File: src/logic/owg_pkg.sv
/*
  Shared constants of the oscillator watchdog and overtemperature guard:
  register offsets, field positions, reset values and timing figures.
  Assumes a single 125 MHz system clock on the consuming modules.
*/
`default_nettype none

package owg_pkg;

  // ----------------------------------------------------------------------
  // Register map
  // ----------------------------------------------------------------------
  localparam int unsigned ADDR_W            = 6;
  localparam int unsigned DATA_W            = 8;
  localparam logic [5:0]  ADDR_STATUS       = 6'h00;
  localparam logic [5:0]  ADDR_TEMPERATURE  = 6'h02;
  localparam logic [5:0]  ADDR_FAULT_CTRL   = 6'h1D;

  // Field positions
  localparam int unsigned OSC_FAIL_BIT      = 6;
  localparam int unsigned OVERTEMP_BIT      = 3;
  localparam int unsigned OSC_MASK_BIT      = 0;
  localparam int unsigned OVT_INJECT_BIT    = 4;
  localparam int unsigned OSC_INJECT_BIT    = 7;

  // Reset values
  localparam logic [7:0]  RESET_BYTE        = 8'h00;
  localparam logic        RESET_BIT         = 1'b0;

  // ----------------------------------------------------------------------
  // Timing and thresholds
  // ----------------------------------------------------------------------
  localparam int unsigned CLK_PERIOD_NS     = 8;
  // Longest allowed silence of the oscillator before a fault
  localparam int unsigned OSC_TIMEOUT_NS    = 20000;
  // Least time, so round up
  localparam int unsigned OSC_TIMEOUT_CYC   = (OSC_TIMEOUT_NS + CLK_PERIOD_NS - 1) / CLK_PERIOD_NS;
  // Fixed overtemperature limit, not writable by software
  localparam logic [7:0]  TEMP_LIMIT        = 8'hA5;

endpackage : owg_pkg

`default_nettype wire

File: src/logic/owg_guard.sv
/*
  Oscillator watchdog and overtemperature guard of a dual laser driver.
  Assumes a byte-wide register port decoded from the serial host interface,
  with one-cycle read and write strobes on clk; pins are asynchronous.
*/
// Summary of operation
// - Oscillator silent longer than the limit sets the oscillator fault flag.
// - Oscillator fault flag is sticky, read-only, cleared when status is read.
// - Oscillator fault drives the error pin unless its mask bit is one.
// - Oscillator inject bit forces the fault flag, reported per mask.
// - Eight-bit temperature reading, one degree per count, read-only.
// - Stand-alone: overtemperature raises fault, error pin, both channels off.
// - Stand-alone: fault held until both enable pins low; pin high re-enables.
// - Host mode: overtemperature sets flag, disables channels, asserts error pin.
// - Host mode: flag held until read; enable pin cycling re-enables channel.
// - Overtemperature threshold is a fixed constant.
// - Host mode: overtemperature inject holds fault until inject is cleared.
// - Error pin shows any set and unmasked status bit.
// - Host mode pin high enables registers; low selects stand-alone pins.
`timescale 1ns/100ps
`default_nettype none

module owg_guard
  import owg_pkg::*;
#(
  parameter int unsigned TIMEOUT_CYC = OSC_TIMEOUT_CYC
) (
  input  wire logic              clk,
  input  wire logic              rst_n,
  input  wire logic              osc_activity,
  input  wire logic [DATA_W-1:0] temp_code,
  input  wire logic              host_mode_pin,
  input  wire logic              chan1_enable_pin,
  input  wire logic              chan2_enable_pin,
  input  wire logic [ADDR_W-1:0] reg_addr,
  input  wire logic [DATA_W-1:0] reg_wdata,
  input  wire logic              reg_wr,
  input  wire logic              reg_rd,
  output var  logic [DATA_W-1:0] reg_rdata,
  output var  logic              reg_rvalid,
  output var  logic              error_out_n_o,
  output var  logic              error_out_n_oe_n,
  output var  logic              chan1_drive,
  output var  logic              chan2_drive
);

  // ----------------------------------------------------------------------
  // Declarations
  // ----------------------------------------------------------------------
  logic [DATA_W-1:0] temp_s1;
  logic [DATA_W-1:0] chip_temperature;
  logic [2:0]        pin_s1;
  logic [2:0]        pin_s2;
  logic              host_mode;
  logic              chan1_pin;
  logic              chan2_pin;
  logic              osc_dead;
  logic              osc_fail_flag;
  logic              overtemp_flag;
  logic              osc_fail_mask;
  logic              overtemp_inject;
  logic              osc_fail_inject;
  logic              chan1_lock;
  logic              chan2_lock;
  logic              status_read;
  logic              ctrl_write;
  logic              osc_set;
  logic              ovt_set;
  logic              err_now;

  // ----------------------------------------------------------------------
  // Pin synchronisers
  // ----------------------------------------------------------------------
  // Temperature code changes slowly, so a per-bit sync is tolerated
  always_ff @(posedge clk or negedge rst_n) begin
    if (!rst_n) begin
      temp_s1          <= RESET_BYTE;
      chip_temperature <= RESET_BYTE;
      pin_s1           <= '0;
      pin_s2           <= '0;
    end else begin
      temp_s1          <= temp_code;
      chip_temperature <= temp_s1;
      pin_s1           <= {host_mode_pin, chan2_enable_pin, chan1_enable_pin};
      pin_s2           <= pin_s1;
    end
  end

  assign host_mode = pin_s2[2];
  assign chan2_pin = pin_s2[1];
  assign chan1_pin = pin_s2[0];

  owg_osc_watchdog #(
    .TIMEOUT_CYC (TIMEOUT_CYC)
  ) u_osc_watchdog (
    .clk          (clk),
    .rst_n        (rst_n),
    .osc_activity (osc_activity),
    .osc_dead     (osc_dead)
  );

  // ----------------------------------------------------------------------
  // Register access, only with the host interface enabled
  // ----------------------------------------------------------------------
  assign status_read = host_mode && reg_rd && (reg_addr == ADDR_STATUS);
  assign ctrl_write  = host_mode && reg_wr && (reg_addr == ADDR_FAULT_CTRL);

  // Fault control register; injects count only in host mode
  always_ff @(posedge clk or negedge rst_n) begin
    if (!rst_n) begin
      osc_fail_mask   <= RESET_BIT;
      overtemp_inject <= RESET_BIT;
      osc_fail_inject <= RESET_BIT;
    end else if (ctrl_write) begin
      osc_fail_mask   <= reg_wdata[OSC_MASK_BIT];
      overtemp_inject <= reg_wdata[OVT_INJECT_BIT];
      osc_fail_inject <= reg_wdata[OSC_INJECT_BIT];
    end
  end

  // Read data path; one cycle after the strobe
  always_ff @(posedge clk or negedge rst_n) begin
    if (!rst_n) begin
      reg_rdata  <= RESET_BYTE;
      reg_rvalid <= 1'b0;
    end else begin
      reg_rvalid <= host_mode && reg_rd;
      reg_rdata  <= RESET_BYTE;
      if (host_mode && reg_rd) begin
        unique case (reg_addr)
          ADDR_STATUS: begin
            reg_rdata[OSC_FAIL_BIT] <= osc_fail_flag;
            reg_rdata[OVERTEMP_BIT] <= overtemp_flag;
          end
          ADDR_TEMPERATURE: begin
            reg_rdata <= chip_temperature;
          end
          ADDR_FAULT_CTRL: begin
            reg_rdata[OSC_MASK_BIT]   <= osc_fail_mask;
            reg_rdata[OVT_INJECT_BIT] <= overtemp_inject;
            reg_rdata[OSC_INJECT_BIT] <= osc_fail_inject;
          end
          default: begin
            reg_rdata <= RESET_BYTE;         // Unmapped reads as zero
          end
        endcase
      end
    end
  end

  // ----------------------------------------------------------------------
  // Sticky fault flags; a pending set always beats a clear
  // ----------------------------------------------------------------------
  assign osc_set = osc_dead || (host_mode && osc_fail_inject);
  // Threshold is a package constant, no register reaches it
  assign ovt_set = (chip_temperature > TEMP_LIMIT) || (host_mode && overtemp_inject);

  always_ff @(posedge clk or negedge rst_n) begin
    if (!rst_n) begin
      osc_fail_flag <= RESET_BIT;
    end else if (osc_set) begin
      osc_fail_flag <= 1'b1;
    end else if (status_read) begin
      osc_fail_flag <= 1'b0;
    end
  end

  always_ff @(posedge clk or negedge rst_n) begin
    if (!rst_n) begin
      overtemp_flag <= RESET_BIT;
    end else if (ovt_set) begin
      overtemp_flag <= 1'b1;
    end else if (host_mode ? status_read : (!chan1_pin && !chan2_pin)) begin
      overtemp_flag <= 1'b0;
    end
  end

  // ----------------------------------------------------------------------
  // Channel lockout; a channel restarts only after its pin went low
  // ----------------------------------------------------------------------
  always_ff @(posedge clk or negedge rst_n) begin
    if (!rst_n) begin
      chan1_lock <= 1'b0;
      chan2_lock <= 1'b0;
    end else if (ovt_set) begin
      chan1_lock <= 1'b1;
      chan2_lock <= 1'b1;
    end else begin
      chan1_lock <= chan1_lock && chan1_pin;
      chan2_lock <= chan2_lock && chan2_pin;
    end
  end

  // Flag gates too, so a stand-alone fault keeps both channels dark
  always_ff @(posedge clk or negedge rst_n) begin
    if (!rst_n) begin
      chan1_drive <= 1'b0;
      chan2_drive <= 1'b0;
    end else begin
      chan1_drive <= chan1_pin && !chan1_lock && !overtemp_flag && !ovt_set;
      chan2_drive <= chan2_pin && !chan2_lock && !overtemp_flag && !ovt_set;
    end
  end

  // ----------------------------------------------------------------------
  // Open-drain error pin, pulled low while an unmasked fault pends
  // ----------------------------------------------------------------------
  assign err_now = (osc_fail_flag && !osc_fail_mask) || overtemp_flag;

  always_ff @(posedge clk or negedge rst_n) begin
    if (!rst_n) begin
      error_out_n_o    <= 1'b0;
      error_out_n_oe_n <= 1'b1;
    end else begin
      error_out_n_o    <= 1'b0;
      error_out_n_oe_n <= !err_now;
    end
  end

  // ----------------------------------------------------------------------
  // Checks
  // ----------------------------------------------------------------------
  chk_osc_timeout_flag: assert property (@(posedge clk) disable iff (!rst_n)
    osc_dead |=> osc_fail_flag)
    else $error("oscillator timeout did not set the fault flag");

  chk_osc_read_clear: assert property (@(posedge clk) disable iff (!rst_n)
    (status_read && !osc_set) |=> !osc_fail_flag)
    else $error("oscillator fault flag not cleared by status read");

  chk_osc_mask_gate: assert property (@(posedge clk) disable iff (!rst_n)
    (osc_fail_flag && osc_fail_mask && !overtemp_flag) |=> error_out_n_oe_n)
    else $error("masked oscillator fault reached the error pin");

  chk_osc_inject_set: assert property (@(posedge clk) disable iff (!rst_n)
    (ctrl_write && reg_wdata[OSC_INJECT_BIT]) ##1 host_mode |=> osc_fail_flag)
    else $error("oscillator inject did not set the fault flag");

  chk_temp_readback: assert property (@(posedge clk) disable iff (!rst_n)
    (host_mode && reg_rd && reg_addr == ADDR_TEMPERATURE) |=> reg_rvalid && reg_rdata == $past(chip_temperature))
    else $error("temperature read returned wrong value");

  chk_ovt_chan_off: assert property (@(posedge clk) disable iff (!rst_n)
    (chip_temperature > TEMP_LIMIT) |=> overtemp_flag && !chan1_drive && !chan2_drive ##1 !error_out_n_oe_n)
    else $error("overtemperature did not stop channels or flag error");

  chk_alone_pin_clear: assert property (@(posedge clk) disable iff (!rst_n)
    (!host_mode && !chan1_pin && !chan2_pin && !ovt_set) |=> !overtemp_flag)
    else $error("stand-alone fault not cleared with both pins low");

  chk_ovt_sticky: assert property (@(posedge clk) disable iff (!rst_n)
    (host_mode && overtemp_flag && !status_read) |=> overtemp_flag)
    else $error("overtemperature flag dropped without a read");

  chk_ovt_inject_hold: assert property (@(posedge clk) disable iff (!rst_n)
    (host_mode && overtemp_inject) [*2] |-> overtemp_flag && !chan1_drive)
    else $error("overtemperature inject did not hold the fault");

  chk_alone_no_regs: assert property (@(posedge clk) disable iff (!rst_n)
    (!host_mode && reg_rd) |=> !reg_rvalid)
    else $error("register read answered in stand-alone mode");

  chk_lock_needs_low: assert property (@(posedge clk) disable iff (!rst_n)
    (chan1_lock && chan1_pin) |=> !chan1_drive)
    else $error("locked channel restarted without pin going low");

endmodule : owg_guard

`default_nettype wire

File: src/logic/owg_osc_watchdog.sv
/*
  Activity watchdog for the internal oscillator.
  Assumes osc_activity toggles asynchronously to clk; it is synchronised here.
*/
`timescale 1ns/100ps
`default_nettype none

module owg_osc_watchdog
  import owg_pkg::*;
#(
  parameter int unsigned TIMEOUT_CYC = OSC_TIMEOUT_CYC
) (
  input  wire logic clk,
  input  wire logic rst_n,
  input  wire logic osc_activity,
  output var  logic osc_dead
);

  localparam int unsigned CW = $clog2(TIMEOUT_CYC + 1);

  logic          sync1;
  logic          sync2;
  logic          sync3;
  logic [CW-1:0] silent_count;

  // ----------------------------------------------------------------------
  // Input synchroniser; only sync2 and sync3 feed the edge detector
  // ----------------------------------------------------------------------
  always_ff @(posedge clk or negedge rst_n) begin
    if (!rst_n) begin
      sync1 <= 1'b0;
      sync2 <= 1'b0;
      sync3 <= 1'b0;
    end else begin
      sync1 <= osc_activity;
      sync2 <= sync1;
      sync3 <= sync2;
    end
  end

  // ----------------------------------------------------------------------
  // Silence counter, restarted by any edge, saturates at the limit
  // ----------------------------------------------------------------------
  always_ff @(posedge clk or negedge rst_n) begin
    if (!rst_n) begin
      silent_count <= '0;
      osc_dead     <= 1'b0;
    end else if (sync2 != sync3) begin
      silent_count <= '0;
      osc_dead     <= 1'b0;
    end else if (silent_count == CW'(TIMEOUT_CYC)) begin
      osc_dead     <= 1'b1;                 // Level held while silent
    end else begin
      silent_count <= silent_count + CW'(1);
    end
  end

endmodule : owg_osc_watchdog

`default_nettype wire

File: config.mk
export PLATFORM = sky130hd
export DESIGN_NAME = owg_guard
export DESIGN_NICKNAME = d
export VERILOG_FILES = /design/src/logic/owg_pkg.sv /design/src/logic/owg_guard.sv /design/src/logic/owg_osc_watchdog.sv
export SDC_FILE = /design/constraint.sdc
export NUM_CORES = 1
export LEC_CHECK = 0
export ABC_AREA = 0
export BUFFER_PORTS_ARGS = -buffer_cell sky130_fd_sc_hd__buf_2
export CORE_UTILIZATION = 39
export CTS_CLUSTER_SIZE = 20
export DETAILED_ROUTE_END_ITERATION = 12
export MAX_ROUTING_LAYER = met4
export SLEW_MARGIN = 5
export SYNTH_ARGS = -nofsm -noshare
export SYNTH_HDL_FRONTEND = slang
export SYNTH_HIERARCHICAL = 1
export SYNTH_SLANG_ARGS = --single-unit
File: constraint.sdc
create_clock -name clk -period 3.4 [get_ports clk]
set_input_delay 0.34 -clock clk [delete_from_list [all_inputs] [get_ports clk]]
set_output_delay 0.34 -clock clk [all_outputs]
set_load 0.02 [all_outputs]
==> flow_summary.yaml, run 1 <==
outcome:
  status: "complete, no violations"
sta:
  worst_hold_slack_ns: 0.1130
  setup-tns-final_ns: 0
  hold_viol_final: 0
  rsz0062_at_grt: "no"
  skew_ns: 0.006525
  max_slew_margin_pct: 35.56
  worst_slack_ns: 1.756
  drv_slew: 0
  finalSetupViolCount: 0
  min_period_ns: 1.644
  min_period_over_period_pct: 48.34
  max_freq_ghz: 0.6084
  worstMarginPinSlew_ns: 0.9666
global_routing:
  grt-ovfl-total: 0
  grt_max_degree: 47
  grt_pass1_wl_mm: 6.410
  antenna_found_initial: 0
  grt_pass1_vias: 1398
  grt_usage_pct: 16.65
cts:
  cts.hold.buffers_added: 0
  clkSinkCount: 57
  htreeDepth: 3
  clk_latency_ns: 0.33
  cts_tree: "built"
  cts_max_path_buffers: 2
  post_cts_resized: 0
  post_cts_buffers: 0
  root_buffer: "clkbuf_8"
  clkTransAtPathRegs_ns: 0.06
  cts_inserted_buffers: 9
placement:
  pre_cts_slack_ns: 1.515
  dp_hpwl_mm: 2.717
  port_buffers: 36
  gp_congestion: 0.8390
  dp.cells: 263
pwr:
  peakVddDrop_mv: 0.3474
  p_leak_nw: 1.169
  p_total_mw: 1.336
  p_per_area_nw_per_um2: 530.3
setup_path:
  rr_startpoint: "u_osc_watchdog/silent_count[0]"
  cp_cell_sequence: "inv_1, ha_1, nor4bb_1, and3_1, mux2i_1"
  startpoint_type: "flop"
  cp-end-kind: "flop"
  crit_path_top_delay_cell: "dfrtp_1"
  crit_path_max_fanout: 6
  r2r_slack_ns: 1.76
  worst-path-buf-inv: 1
  cp_top_family: "simple AND/OR/NAND/NOR gates"
  crit_type: "reg -> reg"
  crit_arrival_ns: 1.90
  r2r_cells: 5
  r2r_end: "u_osc_watchdog/silent_count[0]"
  cp.required_ns: 3.65
  slowest_delay_ns: 0.43
layout:
  fill_cells: 473
  multi_input_area_um2: 646.9
  syn2layout_area_growth_pct: 18.83
  final_nets: 236
  mostFrequentLayoutCells: "dfrtp_1 (56), buf_2 (36), a21oi_1 (11)"
  layout.cells.most_common: "dfrtp_1"
  layout-drive-gt1-share_pct: 28.16
  instances_no_fill: 276
  diodes: 0
  seqCellArea_um2: 1428
synthesis:
  ys_async_sr_fraction_pct: 100.0
  synth_top_flop_cell: "dfrtp_1"
  netlist_instances: 160
  ys_ff_latch: 57
  synthTopCellsByArea: "dfrtp_1 (66%), a21oi_1 (2.6%), nand3_1 (2.1%), mux2i_1 (1.9%), nand2_1 (1.6%)"
  synth-seq-area-share_pct: 67.36
  syn_area_per_cell_um2: 13.25
  synth_cell_types: 40
  yosysTopAreaCell: "dfrtp_1"
  synth_edf_count: 0
  synth.top_cell.area_share_pct: 66.12
  syn-num-nets: 192
  yosysWarningCount: 6
  syn_area_um2: 2120
worst_hold_path:
  min_from: "temp_code[0]"
  holdPathEnd: "temp_s1[0]"
  hold_depth: 1
  hold_path.class: "in -> reg"
die:
  start_util_pct: 40.98
  ios: 43
  rows: 26
  dieArea_um2: 5734
  die_x_um: 75.72
  coreArea_um2: 5172
  die_y_um: 75.72
detailed_routing:
  drc: 0
  m1WireLength_mm: 1.773
  dr.pass1.iters: 4
  wl_per_cell_um: 14.18
  drtIter0Drc: 84
  drt_wl_total_mm: 3.913
  viasPerCell: 5.159
  vias: 1424
  wl_met2_mm: 1.814
  routed.top_layer: "met4"
  antenna_left: 0
  met3_length_um: 199
run:
  max_cap_viol_count: 0
metrics by stage:
step / area, µm² / util [%]
6_report: 2519 / 48.69
5_1_grt: 2519 / 48.69
4_1_cts: 2519 / 48.69
3_5_place_dp: 2369 / 45.79
3_3_place_gp: 2369 / 45.79
2_1_floorplan: 2120 / -
registers in the layout, summed over array words and instances, names as in the netlist, 3 cells and up:
name / count
chip_temperature: 8
pin_s1: 3
pin_s2: 3
reg_rdata: 8
temp_s1: 8
u_osc_watchdog/silent_count: 12
where the power goes:
| group | internal (mW) | switching [mW] | leakage (nW) | total [mW] |
|---|---|---|---|---|
| logic | 0.0373 | 0.0525 | 0.373 | 0.0898 |
| clock network | 0.271 | 0.234 | 0.0782 | 0.504 |
| registers | 0.714 | 0.0271 | 0.717 | 0.741 |
| total | 1.02 | 0.313 | 1.17 | 1.34 |
layout make-up:
type                            instances  share of cell area (%)
Clock inverter                          1                  0.1987
Sequential cell                        57                   56.68
Timing Repair Buffer                   37                   7.452
Multi-Input combinational cell         94                   25.68
Tap cell                               70                   3.477
Clock buffer                           12                   5.763
Inverter                                5                  0.7452
cell families (layout without fill, tap and decap cells):
| group | after synthesis | after routing | share of synthesized area [%] |
|---|---|---|---|
| adder cells (fa/ha/maj) | 2 | 2 | 1.180 |
| buffers and inverters | 9 | 55 | 2.125 |
| other | 1 | 1 | 0.1769 |
| AO/OA/AOI/OAI | 29 | 29 | 8.383 |
| flip-flops | 57 | 57 | 67.36 |
| XOR/XNOR | 3 | 3 | 1.240 |
| AND/OR/NAND/NOR | 52 | 52 | 16.06 |
| multiplexers | 7 | 7 | 3.483 |
synthesized netlist by cell type (all sizes together) (2+ instances only):
library cell,number
a21oi,11
nand4b,3
clkbuf,2
o31ai,4
and3,5
or3,5
mux2i,4
xor2,2
dfrtp,56
inv,5
a21o,2
nor4,3
ha,2
o21ai,6
or4,6
buf,2
nand4,3
nand2,9
nor4b,3
nand3,9
mux2,3
per-layer routing:
| layer | vias up | global-route usage (%) |
|---|---|---|
| met5 | - | - |
| met4 | 0 | 12.35 |
| met3 | 13 | 4.365 |
| met2 | 44 | 24.01 |
| met1 | 695 | 20.09 |
| li1 | 672 | - |
worst max path at each step:
stage / to / slack, ns / startpoint / depth (start not counted)
finish: u_osc_watchdog/silent_count[0] / 1.76 / u_osc_watchdog/silent_count[0] / 5
global route: u_osc_watchdog/silent_count[0] / 1.59 / u_osc_watchdog/silent_count[0] / 5
CTS: u_osc_watchdog/silent_count[0] / 1.77 / u_osc_watchdog/silent_count[0] / 5
detailed placement: osc_fail_flag / 1.52 / reg_addr[2] / 4
global placement: osc_fail_flag / 1.53 / reg_addr[2] / 4
floorplan: osc_fail_flag / 1.69 / reg_addr[2] / 3
Power figures use the tool's default switching activity.
==> run 2: changes to the inputs <==
==> constraint.sdc (replaced) <==
create_clock -name clk -period 1.37 [get_ports clk]
set_input_delay 0.137 -clock clk [delete_from_list [all_inputs] [get_ports clk]]
set_output_delay 0.137 -clock clk [all_outputs]
set_load 0.02 [all_outputs]
==> flow_summary.yaml, run 2 (same netlist as run 1, synthesis figures left out) <==
placement:
  gp_congestion: 0.7766
  dp_hpwl_mm: 2.988
  port_buffers: 36
detailed_routing:
  vias: 1591
  viasPerCell: 4.987
  drc: 0
  drtIter0Drc: 55
  antenna_left: 0
  dr.pass1.iters: 4
  wl_per_cell_um: 13.63
  drt_wl_total_mm: 4.348
cts:
  cts_tree: "built"
  cts_max_path_buffers: 2
  clk_latency_ns: 0.34
  htreeDepth: 3
  cts_inserted_buffers: 9
  root_buffer: "clkbuf_8"
  clkSinkCount: 57
  clkTransAtPathRegs_ns: 0.07
setup_path:
  crit_arrival_ns: 1.69
  r2r_end: "u_osc_watchdog/silent_count[0]"
  startpoint_type: "flop"
  cp_top_family: "simple AND/OR/NAND/NOR gates"
  worst-path-buf-inv: 1
  crit_path_top_delay_cell: "dfrtp_2"
  slowest_delay_ns: 0.45
  r2r_cells: 5
  cp-end-kind: "flop"
  rr_startpoint: "u_osc_watchdog/silent_count[0]"
  crit_path_max_fanout: 5
  r2r_slack_ns: -0.07
  cp_cell_sequence: "inv_2, ha_4, nor4bb_4, and3_4, mux2i_2"
  cp.required_ns: 1.62
  crit_type: "reg -> reg"
pwr:
  p_switching_mw: 0.9196
  p_total_mw: 3.934
  p_leak_nw: 1.401
  seqPwrFrac_pct: 46.8
  clockPowerShare_pct: 43.3
  pwr-share-comb_pct: 10.0
  p_per_area_nw_per_um2: 1291
  p_int_mw: 3.014
  switching_share_pct: 23.38
  peakVddDrop_mv: 1.024
layout:
  mostFrequentLayoutCells: "dfrtp_1 (54), buf_2 (34), buf_4 (26)"
  diodes: 0
  syn2layout_area_growth_pct: 43.74
  multi_input_area_um2: 740.7
  seqCellArea_um2: 1430
  final_nets: 276
  layout-drive-gt1-share_pct: 43.37
  fill_cells: 443
  regMostFlops: "u_osc_watchdog/silent_count"
  largest_reg_flops: 12
  layout.cells.most_common: "dfrtp_1"
sta:
  max_freq_ghz: 0.6960
  worst_hold_slack_ns: 0.03786
  min_period_ns: 1.437
  hold_viol_final: 0
  drv_slew: 0
  min_period_over_period_pct: 104.9
  skew_ns: 0.008876
  worst_slack_ns: -0.06668
  finalSetupViolCount: 5
  rsz0062_at_grt: "yes"
global_routing:
  grt_pass1_wl_mm: 6.920
  grt_usage_pct: 17.82
  grt-ovfl-total: 0
  antenna_found_initial: 0
  grt_pass1_vias: 1558
  grt_max_degree: 58
die:
  rows: 26
  start_util_pct: 40.98
  dieArea_um2: 5734
  coreArea_um2: 5172
  ios: 43
  die_y_um: 75.72
  die_x_um: 75.72
run:
  max_cap_viol_count: 0
worst_hold_path:
  holdPathEnd: "osc_fail_inject"
  min_from: "reg_wdata[7]"
  hold_path.class: "in -> reg"
  hold_depth: 2
outcome:
  status: "complete, but fails checks"
  violations: "setup timing"
==> run 2: repair_timing <==
| item | in CTS | in global routing |
|---|---|---|
| gates cloned | 0 | 0 |
| pin swaps | 10 | 7 |
| hold buffers | 13 | 0 |
| gates resized for setup | 15 | 10 |
| endpoints found under the setup margin | 10 | 14 |
| hold endpoints to repair | 68 | 0 |
| buffers inserted | 4 | 3 |
==> run 2: area by class of cell <==
| type | count | share of cell area, % |
|---|---|---|
| tap | 70 | 2.875 |
| clock inverter | 6 | 3.039 |
| sequential | 57 | 46.94 |
| multi-input combinational | 94 | 24.31 |
| timing repair buffer | 77 | 18.03 |
| inverter | 5 | 0.6160 |
| clock buffer | 10 | 4.189 |
==> run 2: power by group through the flow <==
| stage | Sequential, mW | Combinational, mW | Clock [mW] |
|---|---|---|---|
| after floorplan | 1.86 | 0.116 | 0 |
| after global placement | 1.86 | 0.298 | 0 |
| after detailed placement | 1.86 | 0.314 | 0 |
| after CTS | 1.84 | 0.383 | 1.75 |
| after global routing | 1.85 | 0.436 | 1.81 |
| final | 1.84 | 0.392 | 1.70 |
==> run 2: worst max path at each step <==
stage	endpoint	startpoint	slack (ns)	cells past startpoint
finish	u_osc_watchdog/silent_count[0]	u_osc_watchdog/silent_count[0]	-0.07	5
global route	u_osc_watchdog/silent_count[0]	u_osc_watchdog/silent_count[0]	-0.13	5
CTS	u_osc_watchdog/silent_count[0]	u_osc_watchdog/silent_count[0]	-0.04	5
detailed placement	osc_fail_flag	reg_addr[2]	-0.28	4
global placement	osc_fail_flag	reg_addr[2]	-0.26	4
floorplan	osc_fail_flag	reg_addr[2]	-0.14	3
==> run 2: per-layer routing <==
metal,share of wire (%),global-route usage [%],wire length (µm)
met4,2.7,11.52,116
met2,52,29.17,2249
met1,42,19.01,1824
met3,3.6,4.894,158
met5,0,-,0
==> run 2: worst reg2reg max path, stage by stage (launching register included) <==
cell and delay, ns:
dfrtp_2 0.45, inv_2 0.09, ha_4 0.12, nor4bb_4 0.20, and3_4 0.26, mux2i_2 0.23
==> run 2: metrics by stage <==
stage / TNS [ns] / utilization, % / std cells / setup WS, ns / area [µm²]
global route: -0.5699 / 58.90 / 319 / -0.1267 / 3047
CTS: -0.07823 / 57.67 / 316 / -0.04348 / 2983
floorplan: -0.1914 / - / 160 / -0.1350 / 2130
global placement: -1.096 / 49.11 / 283 / -0.2631 / 2540
finish: -0.1289 / 58.90 / 319 / -0.06668 / 3047
detailed placement: -1.600 / 49.11 / 283 / -0.2768 / 2540
